[config.mk]
export PLATFORM = sky130hd
export DESIGN_NAME = delay_pulse_slaves
export DESIGN_NICKNAME = d
export VERILOG_FILES = /design/src/common/dly_pkg.sv /design/src/rtl/delay_pulse_slaves.sv
export SDC_FILE = /design/constraint.sdc
export NUM_CORES = 1
export LEC_CHECK = 0
export ABC_AREA = 1
export BUFFER_PORTS_ARGS = -buffer_cell sky130_fd_sc_hd__buf_4
export CORE_MARGIN = 2
export CORE_UTILIZATION = 59
export CTS_CLUSTER_DIAMETER = 200
export DETAILED_ROUTE_END_ITERATION = 6
export PLACE_DENSITY = 0.87
export SLEW_MARGIN = 20
export SYNTH_ARGS = -nofsm -noshare
export SYNTH_HDL_FRONTEND = slang
export SYNTH_SLANG_ARGS = --single-unit
[constraint.sdc]
create_clock -name pclk -period 2.11 [get_ports pclk]
set_input_delay 0.1055 -clock pclk [delete_from_list [all_inputs] [get_ports pclk]]
set_output_delay 0.1055 -clock pclk [all_outputs]
set_load 0.005 [all_outputs]
[src/common/dly_pkg.sv]
// Purpose: shared constants for the delay pulse slave channel pair
// Assumes: apb byte addresses, one 32-bit word per register
// Notes:   index 0 is slave channel 2, index 1 is slave channel 3
package dly_pkg;
    localparam int AW = 8;
    localparam logic [7:0] OFS_MODE2 = 8'h00;
    localparam logic [7:0] OFS_MODE3 = 8'h04;
    localparam logic [7:0] OFS_SUB3  = 8'h08;
    localparam logic [7:0] OFS_DATA2 = 8'h0C;
    localparam logic [7:0] OFS_DATA3 = 8'h10;
    localparam logic [7:0] OFS_CNT2  = 8'h14;
    localparam logic [7:0] OFS_CNT3  = 8'h18;
    localparam logic [7:0] OFS_OUT   = 8'h1C;
    localparam logic [7:0] OFS_RW    = 8'h20;
    localparam logic [7:0] OFS_START = 8'h24;
    // channel_mode_reg fields
    localparam int CKS_LSB = 14;
    localparam int CCS_BIT = 12;
    localparam int MAS_BIT = 11;
    localparam int STS_LSB = 8;
    localparam int MD_LSB  = 1;
    localparam int MD0_BIT = 0;
    localparam logic [2:0] STS_MASTER = 3'h4;
    localparam logic [2:0] STS_UPPER  = 3'h5;
    localparam logic [3:0] MD_ONE     = 4'h4;
    localparam logic [3:0] MD_PULSE   = 4'hA;
    localparam logic [15:0] MODE_RST  = 16'h0000;
    localparam logic [15:0] DATA_RST  = 16'h0000;
    // output control register bits
    localparam int OC_OE  = 0;
    localparam int OC_MS  = 1;
    localparam int OC_CFG = 2;
    localparam int OC_POL = 3;
    localparam int OC_DTE = 4;
    localparam int OC_DTL = 5;
    localparam int OC_DIR = 6;
    localparam int OC_W   = 7;
    // rewrite register: four bits per channel
    localparam int RW_RDE = 0;
    localparam int RW_SEL = 1;
    localparam int RW_MOD = 2;
    localparam int RW_MON = 3;
    localparam int RW_STRIDE = 4;
    // start register: start bits 1:0, stop bits 3:2, run status 5:4
    localparam int ST_GO  = 0;
    localparam int ST_HLT = 2;
    localparam int ST_RUN = 4;
    typedef enum logic {ST_IDLE = 1'b0, ST_COUNT = 1'b1} run_t;
endpackage

[src/rtl/delay_pulse_slaves.sv]
// Purpose: slave channels 2 and 3 of a delay pulse output group
// Assumes: master channel events arrive as one-cycle pulses on pclk
// Notes:   prescaler outputs are enables from one free divider
//
// Overview of operation
// - slave 2 never drives a timer output
// - rewrite enable applies buffer only at trigger
// - rewrite control channel is the master or the own channel
// - master count start raises rewrite trigger
// - monitor bit 0 ignores channel interrupt
// - control select 0 monitors master always
// - clock select picks prescaler 0 to 3
// - count clock select 0 counts operation clock
// - master select 0 marks channel as slave
// - slave 3 starts on upper channel interrupt
// - mode 1010 is pulse one count
// - lowest mode bit: start interrupt, toggle, retrigger
// - output enable 1 blocks direct level
// - output mode 0 is independent output
// - polarity bit inverts timer output
// - dead time enable 0 inserts none
// - master zero reloads and starts slave 2
// - start bit self-clears after write
//
// The register addresses and the APB interface to the registers were left to the implementer.
`timescale 1ns/100ps
module delay_pulse_slaves #(
    parameter int PRE_SHIFT = 2
) (
    // clock and reset
    input  wire logic        pclk,
    input  wire logic        presetn,
    // apb slave
    input  wire logic        psel,
    input  wire logic        penable,
    input  wire logic        pwrite,
    input  wire logic [7:0]  paddr,
    input  wire logic [31:0] pwdata,
    output logic      [31:0] prdata,
    output logic             pready,
    output logic             pslverr,
    // master channel events
    input  wire logic        master_start,
    input  wire logic        master_zero,
    // channel events and pin
    output logic             channel_interrupt2,
    output logic             channel_interrupt3,
    output logic             timer_output
);
    logic [15:0] mode_ff [2];
    logic [15:0] nxt_mode [2];
    logic [15:0] buf_ff [2];
    logic [15:0] nxt_buf [2];
    logic [15:0] act_ff [2];
    logic [15:0] nxt_act [2];
    logic [15:0] cnt_ff [2];
    logic [15:0] nxt_cnt [2];
    dly_pkg::run_t run_ff [2];
    dly_pkg::run_t nxt_run [2];
    logic [1:0]  te_ff, nxt_te;
    logic [1:0]  irq_ff, nxt_irq;
    logic [1:0]  sub3_ff, nxt_sub3;
    logic [6:0]  oc_ff, nxt_oc;
    logic [7:0]  rw_ff, nxt_rw;
    logic [15:0] pre_ff, nxt_pre;
    logic        raw_ff, nxt_raw;
    logic        tout_ff, nxt_tout;
    logic [31:0] rdata_ff, nxt_rdata;
    logic        rdy_ff, nxt_rdy;
    logic        err_ff, nxt_err;
    logic [1:0]  st, fin, tick, rwt;
    logic        wr;

    function automatic logic pre_tick(logic [15:0] c, logic [1:0] s);
        logic [15:0] m;
        m = (16'h0001 << (32'(s) * PRE_SHIFT)) - 16'h0001;
        return (c & m) == 16'h0000;
    endfunction

    function automatic logic [3:0] md_of(logic [15:0] r);
        return r[dly_pkg::MD_LSB +: 4];
    endfunction

    function automatic logic mapped(logic [7:0] a);
        return a <= dly_pkg::OFS_START && a[1:0] == 2'b00;
    endfunction

    assign wr = psel && penable && rdy_ff && pwrite;

    // channel counters, rewrite buffers and timer output
    always_comb begin
        logic       src, legal, md0;
        logic [3:0] bits;
        src   = 1'b0;
        legal = 1'b0;
        md0   = 1'b0;
        bits  = 4'h0;
        st    = 2'b00;
        fin   = 2'b00;
        tick  = 2'b00;
        rwt   = 2'b00;
        nxt_pre = pre_ff + 16'h0001;
        nxt_raw = raw_ff;
        for (int i = 0; i < 2; i++) begin
            md0 = mode_ff[i][dly_pkg::MD0_BIT];
            tick[i] = pre_tick(pre_ff,
                mode_ff[i][dly_pkg::CKS_LSB +: 2])
                && !mode_ff[i][dly_pkg::CCS_BIT];
            if (i == 0) begin
                src = mode_ff[0][dly_pkg::STS_LSB +: 3]
                    == dly_pkg::STS_MASTER
                    && (master_start || master_zero);
            end else begin
                src = mode_ff[1][dly_pkg::STS_LSB +: 3]
                    == dly_pkg::STS_UPPER && irq_ff[0];
            end
            legal = te_ff[i] && !mode_ff[i][dly_pkg::MAS_BIT]
                && md_of(mode_ff[i]) == ((i == 0) ?
                dly_pkg::MD_ONE : dly_pkg::MD_PULSE);
            st[i] = legal && src
                && (run_ff[i] == dly_pkg::ST_IDLE || md0);
            nxt_cnt[i] = cnt_ff[i];
            nxt_run[i] = run_ff[i];
            case (run_ff[i])
                dly_pkg::ST_IDLE: begin
                    if (st[i]) begin
                        nxt_cnt[i] = act_ff[i];
                        nxt_run[i] = dly_pkg::ST_COUNT;
                    end
                end
                dly_pkg::ST_COUNT: begin
                    if (!te_ff[i]) begin
                        nxt_run[i] = dly_pkg::ST_IDLE;
                    end else if (st[i]) begin
                        nxt_cnt[i] = act_ff[i];
                    end else if (tick[i]) begin
                        if (cnt_ff[i] == 16'h0000) begin
                            fin[i]     = 1'b1;
                            nxt_run[i] = dly_pkg::ST_IDLE;
                        end else begin
                            nxt_cnt[i] = cnt_ff[i] - 16'h0001;
                        end
                    end
                end
                default: nxt_run[i] = dly_pkg::ST_IDLE;
            endcase
            nxt_irq[i] = (st[i] && md0) || fin[i];
            // a monitored interrupt only counts when asked for
            bits = rw_ff[i*dly_pkg::RW_STRIDE +: 4];
            if (bits[dly_pkg::RW_SEL]) begin
                rwt[i] = bits[dly_pkg::RW_MON] && irq_ff[i];
            end else begin
                rwt[i] = bits[dly_pkg::RW_MOD] ? master_start
                    : master_zero;
            end
            nxt_act[i] = (!bits[dly_pkg::RW_RDE] || rwt[i]) ?
                buf_ff[i] : act_ff[i];
        end
        // only slave 3 owns a pin; slave 2 output stays free
        if (st[1] && mode_ff[1][dly_pkg::MD0_BIT]) begin
            nxt_raw = !nxt_raw;
        end
        if (fin[1]) begin
            nxt_raw = !nxt_raw;
        end
        // no partner channel here, so dead time never applies
        if (!oc_ff[dly_pkg::OC_OE]) begin
            nxt_tout = oc_ff[dly_pkg::OC_DIR];
        end else if (!oc_ff[dly_pkg::OC_MS]
                     && !oc_ff[dly_pkg::OC_CFG]) begin
            nxt_tout = raw_ff ^ oc_ff[dly_pkg::OC_POL];
        end else begin
            nxt_tout = tout_ff;
        end
    end

    // apb register file
    always_comb begin
        nxt_mode = mode_ff;
        nxt_buf  = buf_ff;
        nxt_sub3 = sub3_ff;
        nxt_oc   = oc_ff;
        nxt_rw   = rw_ff;
        nxt_te   = te_ff;
        if (wr) begin
            case (paddr)
                dly_pkg::OFS_MODE2: nxt_mode[0] = pwdata[15:0];
                dly_pkg::OFS_MODE3: nxt_mode[1] = pwdata[15:0];
                dly_pkg::OFS_SUB3:  nxt_sub3    = pwdata[1:0];
                dly_pkg::OFS_DATA2: nxt_buf[0]  = pwdata[15:0];
                dly_pkg::OFS_DATA3: nxt_buf[1]  = pwdata[15:0];
                dly_pkg::OFS_OUT:   nxt_oc = pwdata[dly_pkg::OC_W-1:0];
                dly_pkg::OFS_RW:    nxt_rw      = pwdata[7:0];
                dly_pkg::OFS_START: begin
                    // stop wins over start written in one word
                    nxt_te = (te_ff | pwdata[dly_pkg::ST_GO +: 2])
                        & ~pwdata[dly_pkg::ST_HLT +: 2];
                end
                default: nxt_te = te_ff;
            endcase
        end
        nxt_rdy   = psel && !penable;
        nxt_err   = psel && !penable && !mapped(paddr);
        nxt_rdata = 32'h0000_0000;
        if (psel && !penable && !pwrite) begin
            case (paddr)
                dly_pkg::OFS_MODE2: nxt_rdata[15:0] = mode_ff[0];
                dly_pkg::OFS_MODE3: nxt_rdata[15:0] = mode_ff[1];
                dly_pkg::OFS_SUB3:  nxt_rdata[1:0]  = sub3_ff;
                dly_pkg::OFS_DATA2: nxt_rdata[15:0] = buf_ff[0];
                dly_pkg::OFS_DATA3: nxt_rdata[15:0] = buf_ff[1];
                dly_pkg::OFS_CNT2:  nxt_rdata[15:0] = cnt_ff[0];
                dly_pkg::OFS_CNT3:  nxt_rdata[15:0] = cnt_ff[1];
                dly_pkg::OFS_OUT:
                    nxt_rdata[dly_pkg::OC_W-1:0] = oc_ff;
                dly_pkg::OFS_RW:    nxt_rdata[7:0] = rw_ff;
                dly_pkg::OFS_START: begin
                    nxt_rdata[dly_pkg::ST_HLT +: 2] = te_ff;
                    nxt_rdata[dly_pkg::ST_RUN]   = run_ff[0];
                    nxt_rdata[dly_pkg::ST_RUN+1] = run_ff[1];
                end
                default: nxt_rdata = 32'h0000_0000;
            endcase
        end
    end

    always_ff @(posedge pclk or negedge presetn) begin
        if (!presetn) begin
            for (int i = 0; i < 2; i++) begin
                mode_ff[i] <= dly_pkg::MODE_RST;
                buf_ff[i]  <= dly_pkg::DATA_RST;
                act_ff[i]  <= dly_pkg::DATA_RST;
                cnt_ff[i]  <= dly_pkg::DATA_RST;
                run_ff[i]  <= dly_pkg::ST_IDLE;
            end
            te_ff    <= 2'h0;
            irq_ff   <= 2'h0;
            sub3_ff  <= 2'h0;
            oc_ff    <= 7'h00;
            rw_ff    <= 8'h00;
            pre_ff   <= 16'h0000;
            raw_ff   <= 1'b0;
            tout_ff  <= 1'b0;
            rdata_ff <= 32'h0000_0000;
            rdy_ff   <= 1'b0;
            err_ff   <= 1'b0;
        end else begin
            mode_ff  <= nxt_mode;
            buf_ff   <= nxt_buf;
            act_ff   <= nxt_act;
            cnt_ff   <= nxt_cnt;
            run_ff   <= nxt_run;
            te_ff    <= nxt_te;
            irq_ff   <= nxt_irq;
            sub3_ff  <= nxt_sub3;
            oc_ff    <= nxt_oc;
            rw_ff    <= nxt_rw;
            pre_ff   <= nxt_pre;
            raw_ff   <= nxt_raw;
            tout_ff  <= nxt_tout;
            rdata_ff <= nxt_rdata;
            rdy_ff   <= nxt_rdy;
            err_ff   <= nxt_err;
        end
    end

    assign prdata             = rdata_ff;
    assign pready             = rdy_ff;
    assign pslverr            = err_ff;
    assign channel_interrupt2 = irq_ff[0];
    assign channel_interrupt3 = irq_ff[1];
    assign timer_output       = tout_ff;
endmodule // delay_pulse_slaves

## Word level (Yosys, flattened, before mapping)

Index checks and enable logic that the tools add are counted.

- Logic and storage cells: 167
- Bits in registers: 203
- Output and inout port bits: 37

- Muxes and demuxes: 48
- $lt $le $gt $ge: 1
- Shifts and indexed selects: 2
- Reductions and logical operators: 60
- Add/sub/neg operators: 5
- Bitwise logic cells: 8
- Equal/unequal tests: 22

Operator list:

| kind | number |
|---|---|
| 16-bit two-way mux | 11 |
| 16-bit zero test | 4 |
| 16-bit one-hot mux with 2 select lines | 2 |
| 16-bit by 1-bit subtractor with 16-bit output, second input constant | 4 |
| 8-bit one-hot mux with 6 select lines | 1 |
| 4-bit one-hot mux with 9 select lines | 1 |
| 16-bit bitwise AND | 2 |
| 8-bit by 5-bit == test with 1-bit output, second input constant | 4 |
| 1-bit by 3-bit << shifter with 16-bit output, first input constant | 2 |
| 1-bit two-way mux | 28 |
| 1-bit logical AND | 24 |
| 2-bit one-hot mux with 9 select lines | 1 |
| 16-bit by 1-bit adder with 16-bit output, second input constant | 1 |
| 8-bit by 4-bit == test with 1-bit output, second input constant | 2 |
| 8-bit by 6-bit == test with 1-bit output, second input constant | 2 |
| 2-bit AND reduction | 8 |
| 1-bit zero test | 13 |
| 8-bit by 3-bit == test with 1-bit output, second input constant | 1 |
| 8-bit by 6-bit <= comparator with 1-bit output, second input constant | 1 |
| 8-bit zero test | 1 |
| 1-bit one-hot mux with 8 select lines | 1 |
| 4-bit AND reduction | 2 |
| 1-bit logical OR | 7 |
| 1-bit one-hot mux with 7 select lines | 1 |
| 14 further kinds | 22 |

## Longest topological paths before layout

Gate-level depths: netlist of the first run.

- Depth in word-level cells: 10
- Depth in mapped cells: 14

## Worst setup path after synthesis of the first run

Ideal clock, no wire load.

- Kind: flip-flop to flip-flop
- Start: register mode_ff[14] (netlist bit)
- End: register cnt_ff[12] (netlist bit)
- Slack: 0.320 ns
- Arrival time: 1.673 ns
- Cell stages (with the launch flop): 14
- Path buffers: 1
- Cells stage by stage: dfrtp_1 -> nor2_1 -> inv_1 -> ha_1 -> o21ai_1 -> inv_1 -> nand2_1 -> nor2_1 -> nand3_2 -> nand2_4 -> nand2_2 -> buf_6 -> nand2_1 -> nand2_1

- Cells in the longest elaborated chain, start to end: 7

RTL lines:

| element | RTL line | source |
|---|---|---|
| start: declaration | delay_pulse_slaves.sv:50 | `logic [15:0] mode_ff [2];` |
| start signal: indexed assignment | delay_pulse_slaves.sv:230 | `mode_ff[i] <= dly_pkg::MODE_RST;` |
| start signal: assignment | delay_pulse_slaves.sv:248 | `mode_ff <= nxt_mode;` |
| 1-bit by 3-bit << shifter with 16-bit output | delay_pulse_slaves.sv:76 | `m = (16'h0001 << (32'(s) * PRE_SHIFT)) - 16'h0001;` |
| 16-bit by 1-bit subtractor with 16-bit output | delay_pulse_slaves.sv:76 |  |
| 16-bit bitwise AND | delay_pulse_slaves.sv:77 | `return (c & m) == 16'h0000;` |
| 16-bit zero test | delay_pulse_slaves.sv:77 |  |
| 1-bit logical AND | delay_pulse_slaves.sv:108 | `&& !mode_ff[i][dly_pkg::CCS_BIT];` |
| 3-bit by 1-bit inequality test with 1-bit output (no line) | -- |  |
| 4-bit AND reduction (no line) | -- |  |
| end signal: indexed assignment | delay_pulse_slaves.sv:233 | `cnt_ff[i] <= dly_pkg::DATA_RST;` |
| end signal: assignment | delay_pulse_slaves.sv:251 | `cnt_ff <= nxt_cnt;` |
| end: declaration | delay_pulse_slaves.sv:56 | `logic [15:0] cnt_ff [2];` |

No other way between the ends.
A chain may end at the register's enable or synchronous reset.

## Final worst setup path of the first run

- Start: register mode_ff[14] (netlist bit)
- End: register cnt_ff[7] (netlist bit)

Same word-level chain as after synthesis.

==> flow_summary.ini, run 1 <==
[worst_setup_path]
critical_path.cell_chain = nor2_1 -> inv_1 -> ha_1 -> o21ai_1 -> inv_1 -> nand2_1 -> nor2_1 -> buf_4 -> nand3_2 -> nand2_4 -> buf_4 -> nand3_1 -> nand2_1
setup.worst_path.start_class = flip-flop
required_ns = 2.45
criticalPathCategory = reg2reg
timing.rr.start = mode_ff[14]
crit_start = mode_ff[14]
critPathSlowestCell = dfrtp_1
cp_top_family = simple AND/OR/NAND/NOR gates
end_kind = flip-flop
cp_max_fo = 7
arrival_ns = 2.29
rr_worst_depth = 13
cp.depth = 13
cp_slowest_stage_delay_ns = 0.42
timing.critical_path.buf_inv = 4

[grt]
antenna_found_initial = 1
grt_max_degree = 74
gr-usage-all-layers_pct = 31.9
overflow = 0
first_global_vias = 8738
grt_pass1_wl_mm = 44.8

[synth]
syn_area_per_cell_sq_um = 7.54
seq_area_frac_synth_pct = 46.3
synth.ff_latch_count = 187
ys_types = 31
netlist_area_sq_um = 10100
ys_warn_count = 0
synth_cells = 1340

[pwr]
seqPwrFrac_pct = 50.4
power.internal_mw = 5.37
power.leakage_nw = 5.81
p_sw_share_pct = 24.8
vdd_drop_max_v = 0.000603
powerDensity_nw_per_um2 = 622
power.net_switching_mw = 1.77
combPwrFrac_pct = 3.7
power_frac_clock_pct = 45.9
finalPower_mw = 7.14

[die]
initial_utilization_pct = 60.7
core-area_sq_um = 16600
fp-row-count = 47
die_x_um = 135
dieArea_sq_um = 18200
ioPinCount = 84
die_y_um = 135

[sta]
fin_crit_ns = 1.95
period_share_pct = 92.6
slew_violations = 0
hold_viol_final = 0
skew_ns = 0.0126
max_freq_mhz = 512
setup_viol = 0
holdWs_ns = 0.00538
slew_headroom_pct = 58.6
tns_ns = 0
rsz0062_at_grt = yes
worstMarginPinSlew_ns = 0.621

[finish]
drive_above_1_share_pct = 14.0
area_growth_pct = 13.6
nets = 1466

[clock_network]
cts_max_path_buffers = 2
insertion_delay_ns = 0.45
h-tree-depth = 4
cts_setup_buffers = 0
tritoncts = yes
path_clk_slew_ns = 0.07
clock_sinks = 187
cts_made_buffers = 17
cts-root-buf = clkbuf_16

[placed_design]
portBuffers = 51
finalWeightedCongestion = 0.989
dp_hpwl_mm = 20.4

[routing]
dr_wl_met2_mm = 12.7
topRoutingLayerUsed = met4
routedWlPerCell_um = 17.0
ant_nets = 0
routed_wl_mm = 28.0
num_vias = 9242
drt-vias-per-instance = 5.61
drt-initial-drc-count = 1160
wl_met3_mm = 3.19
drcViolationCount = 0
m1WireLength_mm = 11.4
drt_first_pass_iters = 6

[hold_path]
hold_class = in2reg
worstHoldPathCells = 3
holdCritStartpoint = pwdata[11]

[flow_run]
drv_cap = 0

[run_status]
status = complete, no violations
[power groups by stage]
| stage | Sequential [mW] | Combinational (mW) | Clock, mW |
|---|---|---|---|
| floorplan | 3.67 | 0.0985 | 0 |
| global placement | 3.67 | 0.245 | 0 |
| detailed placement | 3.67 | 0.251 | 0 |
| CTS | 3.60 | 0.263 | 3.27 |
| global route | 3.60 | 0.292 | 3.44 |
| finish | 3.60 | 0.262 | 3.28 |
[placed cells by master, fill, tap and decap left out, types with 20 or more instances in the layout]
cell type,n
nand4_1,21
nand3_1,77
dfrtp_1,187
o21ai_0,45
inv_2,20
nand2_1,446
o21ai_1,99
a21oi_1,25
inv_1,134
nor2_1,120
buf_4,73
[worst min-delay path, cell delays in order]
cell and delay, ns:
buf_4 0.08, inv_1 0.09, o21ai_1 0.14
[synth_stat cells]
cell type	count	area share [%]
xor2_1	11	0.95
nor2_1	120	4.5
nand3_2	5	0.50
a21oi_1	26	1.3
nor4_1	1	0.062
mux2_2	11	1.2
xnor2_1	8	0.69
o21ai_4	2	0.32
buf_4	21	1.6
inv_2	20	0.74
nand2_2	16	0.99
dfrtp_1	187	46
nand3_4	4	0.69
clkbuf_1	12	0.45
buf_2	13	0.64
buf_6	4	0.45
nand3_1	78	3.9
ha_1	7	0.87
nor2_2	9	0.56
inv_1	134	5.0
o22ai_1	4	0.25
nand4_1	21	1.3
o211ai_1	5	0.37
nand2_4	4	0.45
conb_1	1	0.037
nor2_4	16	1.8
nand3b_1	3	0.22
o21ai_0	46	2.3
o21ai_1	98	4.9
nand2_1	447	17
nor3_1	6	0.30
[worst paths after layout]
check / endpoint / slack, ns
setup / recovery: cnt_ff[7] / 0.16
hold / removal: buf_ff[11] / 0.005
setup reg to reg: cnt_ff[7] / 0.16
hold reg to reg: mode_ff[29] / 0.50
max in group asynchronous: prdata[14] / 1.14
min in group asynchronous: pre_ff[8] / 0.23
[per-layer routing]
layer | global-route usage, % | vias up
met5 | 0 | -
met4 | 9.18 | 0
met3 | 9.42 | 63
met2 | 48.9 | 471
met1 | 44.4 | 4349
li1 | - | 4359
[what timing repair did]
action / 4_1_cts / 5_1_grt
setup endpoints to repair: 0 / 24
resized for setup: 0 / 7
hold endpoints to repair: 78 / 0
hold buffers: 10 / 0
[sequential cells by signal, indices dropped and copies added, names as in the netlist, 2 cells and up]
signal / flops
act_ff: 32
buf_ff: 32
cnt_ff: 32
irq_ff: 2
mode_ff: 32
oc_ff: 7
prdata: 16
pre_ff: 16
run_ff: 2
rw_ff: 8
sub3_ff: 2
te_ff: 2
[logic make-up (layout without fill, tap and decap cells)]
| group | after synthesis | after routing | synth area share [%] |
|---|---|---|---|
| and+or+nand+nor | 730 | 731 | 31.8 |
| buffers and inverters | 204 | 273 | 8.81 |
| DFF | 187 | 187 | 46.3 |
| AOI/OAI and AO/OA | 181 | 181 | 9.36 |
| xor gates and xnor gates | 19 | 19 | 1.65 |
| muxes | 11 | 11 | 1.23 |
| adders and majority gates | 7 | 7 | 0.866 |
| other | 1 | 17 | 0.0371 |
[metrics by stage]
| stage | cells | instance area [sq um] | setup slack (ns) | util [%] |
|---|---|---|---|---|
| 5_1_grt | 1645 | 11500 | -0.00425 | 69.0 |
| 6_report | 1646 | 11500 | 0.156 | 69.0 |
| 3_3_place_gp | 1602 | 10700 | 0.115 | 64.6 |
| 3_5_place_dp | 1602 | 10700 | 0.0717 | 64.6 |
| 2_1_floorplan | 1355 | 10200 | 0.320 | - |
| 4_1_cts | 1644 | 11400 | 0.0162 | 68.8 |
[area by class of cell]
type / instances / area [sq um]
Antenna cell: 1 / 2.50
Clock buffer: 17 / 425
Clock inverter: 15 / 174
Fill cell: 1334 / 5160
Inverter: 154 / 578
Multi-Input combinational cell: 965 / 4630
Sequential cell: 187 / 4680
Tap cell: 220 / 275
Timing Repair Buffer: 87 / 722
Power figures use the tool's default switching activity.
==> run 2: changes to the inputs <==
--- a/config.mk
+++ b/config.mk
@@ -11,7 +11,7 @@
 export CORE_UTILIZATION = 59
 export CTS_CLUSTER_DIAMETER = 200
 export DETAILED_ROUTE_END_ITERATION = 6
-export PLACE_DENSITY = 0.87
+export PLACE_DENSITY = 0.85
 export SLEW_MARGIN = 20
 export SYNTH_ARGS = -nofsm -noshare
 export SYNTH_HDL_FRONTEND = slang
==> flow_summary.ini, run 2 (same netlist as run 1, synthesis figures left out) <==
[die]
initial_utilization_pct = 60.7
dieArea_sq_um = 18200
ioPinCount = 84
die_x_um = 135
fp-row-count = 47
core-area_sq_um = 16600
die_y_um = 135

[finish]
fill_cells = 1318
area_growth_pct = 14.2
final_common_cell = nand2_1
nets = 1472
n_antenna_cell = 0
final_cell_mix = nand2_1 (447), dfrtp_1 (187), inv_1 (134), nor2_1 (118), o21ai_1 (99)
drive_above_1_share_pct = 14.0

[hold_path]
holdCritStartpoint = pwdata[12]
worstHoldEndpoint = buf_ff[12]
hold_class = in2reg
worstHoldPathCells = 3

[pwr]
power.internal_mw = 5.28
powerDensity_nw_per_um2 = 614
finalPower_mw = 7.09
p_sw_share_pct = 25.5
power_frac_clock_pct = 45.4
combPwrFrac_pct = 3.8
vdd_drop_max_v = 0.000598
power.leakage_nw = 5.83
power.net_switching_mw = 1.81
seqPwrFrac_pct = 50.8

[placed_design]
portBuffers = 51
dp_hpwl_mm = 19.9
finalWeightedCongestion = 0.990

[routing]
drt-vias-per-instance = 5.63
routed_wl_mm = 27.7
num_vias = 9290
routedWlPerCell_um = 16.8
drt_first_pass_iters = 6
drt-initial-drc-count = 1080
drcViolationCount = 0
ant_nets = 0

[clock_network]
tritoncts = yes
clock_sinks = 187
insertion_delay_ns = 0.45
path_clk_slew_ns = 0.07
cts_made_buffers = 17
h-tree-depth = 4
cts_max_path_buffers = 2
cts-root-buf = clkbuf_16

[worst_setup_path]
rr_worst_depth = 13
r2r-end = cnt_ff[1]
required_ns = 2.45
end_kind = flip-flop
cp_max_fo = 7
criticalPathCategory = reg2reg
arrival_ns = 2.32
r2r_slack_ns = 0.13
setup.worst_path.start_class = flip-flop
timing.rr.start = mode_ff[14]

[sta]
skew_ns = 0.0139
slew_violations = 0
setup_viol = 0
slew_headroom_pct = 60.4
period_share_pct = 94.0
max_freq_mhz = 504
fin_crit_ns = 1.98
hold_viol_final = 0
rsz0062_at_grt = no
worstMarginPinSlew_ns = 0.593
tns_ns = 0

[grt]
antenna_found_initial = 0
first_global_vias = 8562
overflow = 0
gr-usage-all-layers_pct = 31.6
grt_pass1_wl_mm = 44.0
grt_max_degree = 62

[flow_run]
drv_cap = 0

[run_status]
status = complete, no violations
run 2: changes by cell type in the layout (fill, tap and decap cells not counted), moves of 2 or more:
cell and change:
nor2_1 -2, nand2_4 -2, dlygate4sd3_1 +6, clkinv_4 +2, nor2_2 +3, nand2_8 +2
clkinv_8 +2
run 2: timing repair:
| action | CTS | global route |
|---|---|---|
| resized for setup | 0 | 9 |
| hold endpoints to repair | 75 | 1 |
| setup buffers | 0 | 2 |
| endpoints found under the setup margin | 0 | 24 |
| hold buffers | 15 | 1 |
run 2: critical path, stage by stage (launching register included):
cell and delay, ns:
dfrtp_1 0.43, nor2_2 0.15, inv_1 0.07, ha_1 0.29
o21ai_1 0.18, inv_1 0.06, nand2_1 0.05, nor2_1 0.04
buf_4 0.15, nand3_2 0.08, nand2_4 0.07, buf_4 0.18
nand3_1 0.07, nand2_1 0.05
run 2: layout make-up:
class / instances / area [sq um] / share of cell area [%]
clock inverters: 15 / 173 / 1.50
multi-input cells: 965 / 4640 / 40.2
flip-flops and latches: 187 / 4680 / 40.5
repair buffers: 93 / 769 / 6.67
well taps: 220 / 275 / 2.38
inverters: 154 / 578 / 5.01
clock buffers: 17 / 425 / 3.69
run 2: worst max-delay path by stage:
| stage | startpoint | to | slack (ns) |
|---|---|---|---|
| final | mode_ff[14] | cnt_ff[1] | 0.13 |
| after global routing | mode_ff[14] | cnt_ff[1] | 0.004 |
| after CTS | paddr[0] | te_ff[1] | 0.01 |
| after detailed placement | mode_ff[15] | cnt_ff[11] | 0.08 |
| after global placement | mode_ff[15] | cnt_ff[14] | 0.12 |
| after floorplan | mode_ff[14] | cnt_ff[12] | 0.32 |
run 2: through the flow:
stage               setup WS (ns)  hold slack (ns)  utilization (%)  instances  area (sq um)
floorplan                   0.320           -0.190                -       1355         10200
global placement            0.115            0.115             64.4       1600         10700
detailed placement         0.0784            0.113             64.4       1600         10700
CTS                        0.0129          0.00446             68.9       1647         11500
global route              0.00443           0.0259             69.4       1651         11500
finish                      0.127           0.0287             69.4       1651         11500
run 2: metal layers:
layer	up-vias	share of wire [%]	GRT usage, %
met4	0	2.8	9.94
met1	4353	40	43.5
met2	500	46	47.4
met5	-	0	0
li1	4372	-	-
met3	65	11	10.7
run 2: power by group through the flow:
stage / clock network (mW) / logic [mW] / registers (mW)
2_1_floorplan: 0 / 0.0985 / 3.67
3_3_place_gp: 0 / 0.245 / 3.67
3_5_place_dp: 0 / 0.249 / 3.67
4_1_cts: 3.24 / 0.269 / 3.60
5_1_grt: 3.39 / 0.300 / 3.60
6_report: 3.21 / 0.271 / 3.60
==> run 3: changes to the inputs <==
==> constraint.sdc (replaced) <==
create_clock -name pclk -period 2.45 [get_ports pclk]
set_input_delay 0.1225 -clock pclk [delete_from_list [all_inputs] [get_ports pclk]]
set_output_delay 0.1225 -clock pclk [all_outputs]
set_load 0.005 [all_outputs]
==> flow_summary.ini, run 3 (same netlist as run 1, synthesis figures left out) <==
[sta]
fin_crit_ns = 2.24
holdWs_ns = 0.00655
fin_ws_ns = 0.208
tns_ns = 0
slew_violations = 0
worstMarginPinSlew_ns = 0.587
max_freq_mhz = 446
slew_headroom_pct = 60.9
rsz0062_at_grt = no
skew_ns = 0.00911
period_share_pct = 91.5
setup_viol = 0
hold_viol_final = 0

[routing]
ant_nets = 0
routed_wl_mm = 27.3
drt-vias-per-instance = 5.60
num_vias = 9152
drt-initial-drc-count = 1055
drcViolationCount = 0
drt_first_pass_iters = 7
routedWlPerCell_um = 16.7

[clock_network]
cts_max_path_buffers = 2
h-tree-depth = 4
path_clk_slew_ns = 0.07
insertion_delay_ns = 0.45
clock_sinks = 187
postCtsResizedCells = 0
cts-root-buf = clkbuf_16
tritoncts = yes
ctsHoldBuffers = 9
cts_made_buffers = 17
cts_setup_buffers = 0

[hold_path]
hold_class = in2reg

[pwr]
combPwrFrac_pct = 3.6
seqPwrFrac_pct = 50.4
power.net_switching_mw = 1.53
powerDensity_nw_per_um2 = 541
power.leakage_nw = 5.75
power_frac_clock_pct = 46.0
p_sw_share_pct = 24.8
vdd_drop_max_v = 0.000526
power.internal_mw = 4.62

[grt]
grt_pass1_wl_mm = 44.0
antenna_found_initial = 0
grt_max_degree = 71
first_global_vias = 8523
gr-usage-all-layers_pct = 31.6
overflow = 0

[finish]
area_growth_pct = 12.4
seq_area_sq_um = 4680
fill_cells = 1364
n_antenna_cell = 0
final_common_cell = nand2_1
final_cell_mix = nand2_1 (447), dfrtp_1 (187), inv_1 (134), nor2_1 (120), o21ai_1 (98)
nets = 1456
instances_no_fill = 1635
drive_above_1_share_pct = 13.3
multiInputGateArea_sq_um = 4590

[die]
dieArea_sq_um = 18200
die_x_um = 135
initial_utilization_pct = 60.7
core-area_sq_um = 16600
fp-row-count = 47
die_y_um = 135
ioPinCount = 84

[placed_design]
dp_cells = 1594
finalWeightedCongestion = 1.01
portBuffers = 51
dp_slack_ns = 0.336
dp_hpwl_mm = 19.8

[worst_setup_path]
end_kind = flip-flop
arrival_ns = 2.63
cp_max_fo = 7
r2r_slack_ns = 0.31
setup.worst_path.start_class = input pin
criticalPathCategory = in2reg
required_ns = 2.84

[flow_run]
drv_cap = 0

[run_status]
status = complete, no violations
-- run 3: changes by cell type in the layout (fill, tap and decap cells not counted), moves of 2 or more --
cell,before,now
inv_6,2,6
buf_4,74,66
nor2_2,11,9
nor2_1,118,120
nand2_8,2,0
clkinv_8,4,2
clkinv_4,3,0
dlygate4sd3_1,16,9
-- run 3: final timing paths --
check / startpoint / endpoint / cells past startpoint
worst max-delay path: paddr[0] / te_ff[1] / 8
worst min-delay path: pwdata[9] / buf_ff[25] / 3
worst max register to register: mode_ff[15] / cnt_ff[14] / 13
worst min register to register: pre_ff[0] / pre_ff[0] / 1
max in group asynchronous: presetn / cnt_ff[0] / 3
min in group asynchronous: presetn / pre_ff[8] / 2
-- run 3: cell type report --
type                            instances  share of cell area (%)
Clock inverter                         15                    1.52
Timing Repair Buffer                   78                    5.63
Inverter                              154                    5.09
Multi-Input combinational cell        964                    40.4
Clock buffer                           17                    3.74
Sequential cell                       187                    41.2
Tap cell                              220                    2.42
-- run 3: per-layer routing --
| metal | vias up | part of all wire (%) | GRT usage [%] |
|---|---|---|---|
| li1 | 4329 | - | - |
| met1 | 4326 | 42 | 44.3 |
| met2 | 442 | 46 | 47.9 |
| met3 | 55 | 10 | 9.16 |
| met4 | 0 | 2.0 | 9.30 |
| met5 | - | 0 | 0 |
-- run 3: stage by stage --
step                power (mW)  utilization, %  cell area (sq um)
floorplan                 3.25               -              10200
global placement          3.37            64.2              10700
detailed placement        3.37            64.2              10700
CTS                       6.17            68.3              11400
global route              6.31            68.3              11400
finish                    6.15            68.3              11400
-- run 3: worst max-delay path, cell delays in order --
cell           delay [ns]
dlygate4sd3_1        0.54
buf_4                0.14
nor2_4               0.17
nand4_1              0.37
nor2_1               0.44
a21oi_1              0.14
a21oi_1              0.15
dlygate4sd3_1        0.56
-- run 3: power by group through the flow --
stage	clock, mW	combinational, mW	sequential (mW)
floorplan	0	0.0848	3.16
global route	2.96	0.246	3.10
CTS	2.84	0.222	3.10
finish	2.83	0.221	3.10
detailed placement	0	0.213	3.16
global placement	0	0.209	3.16
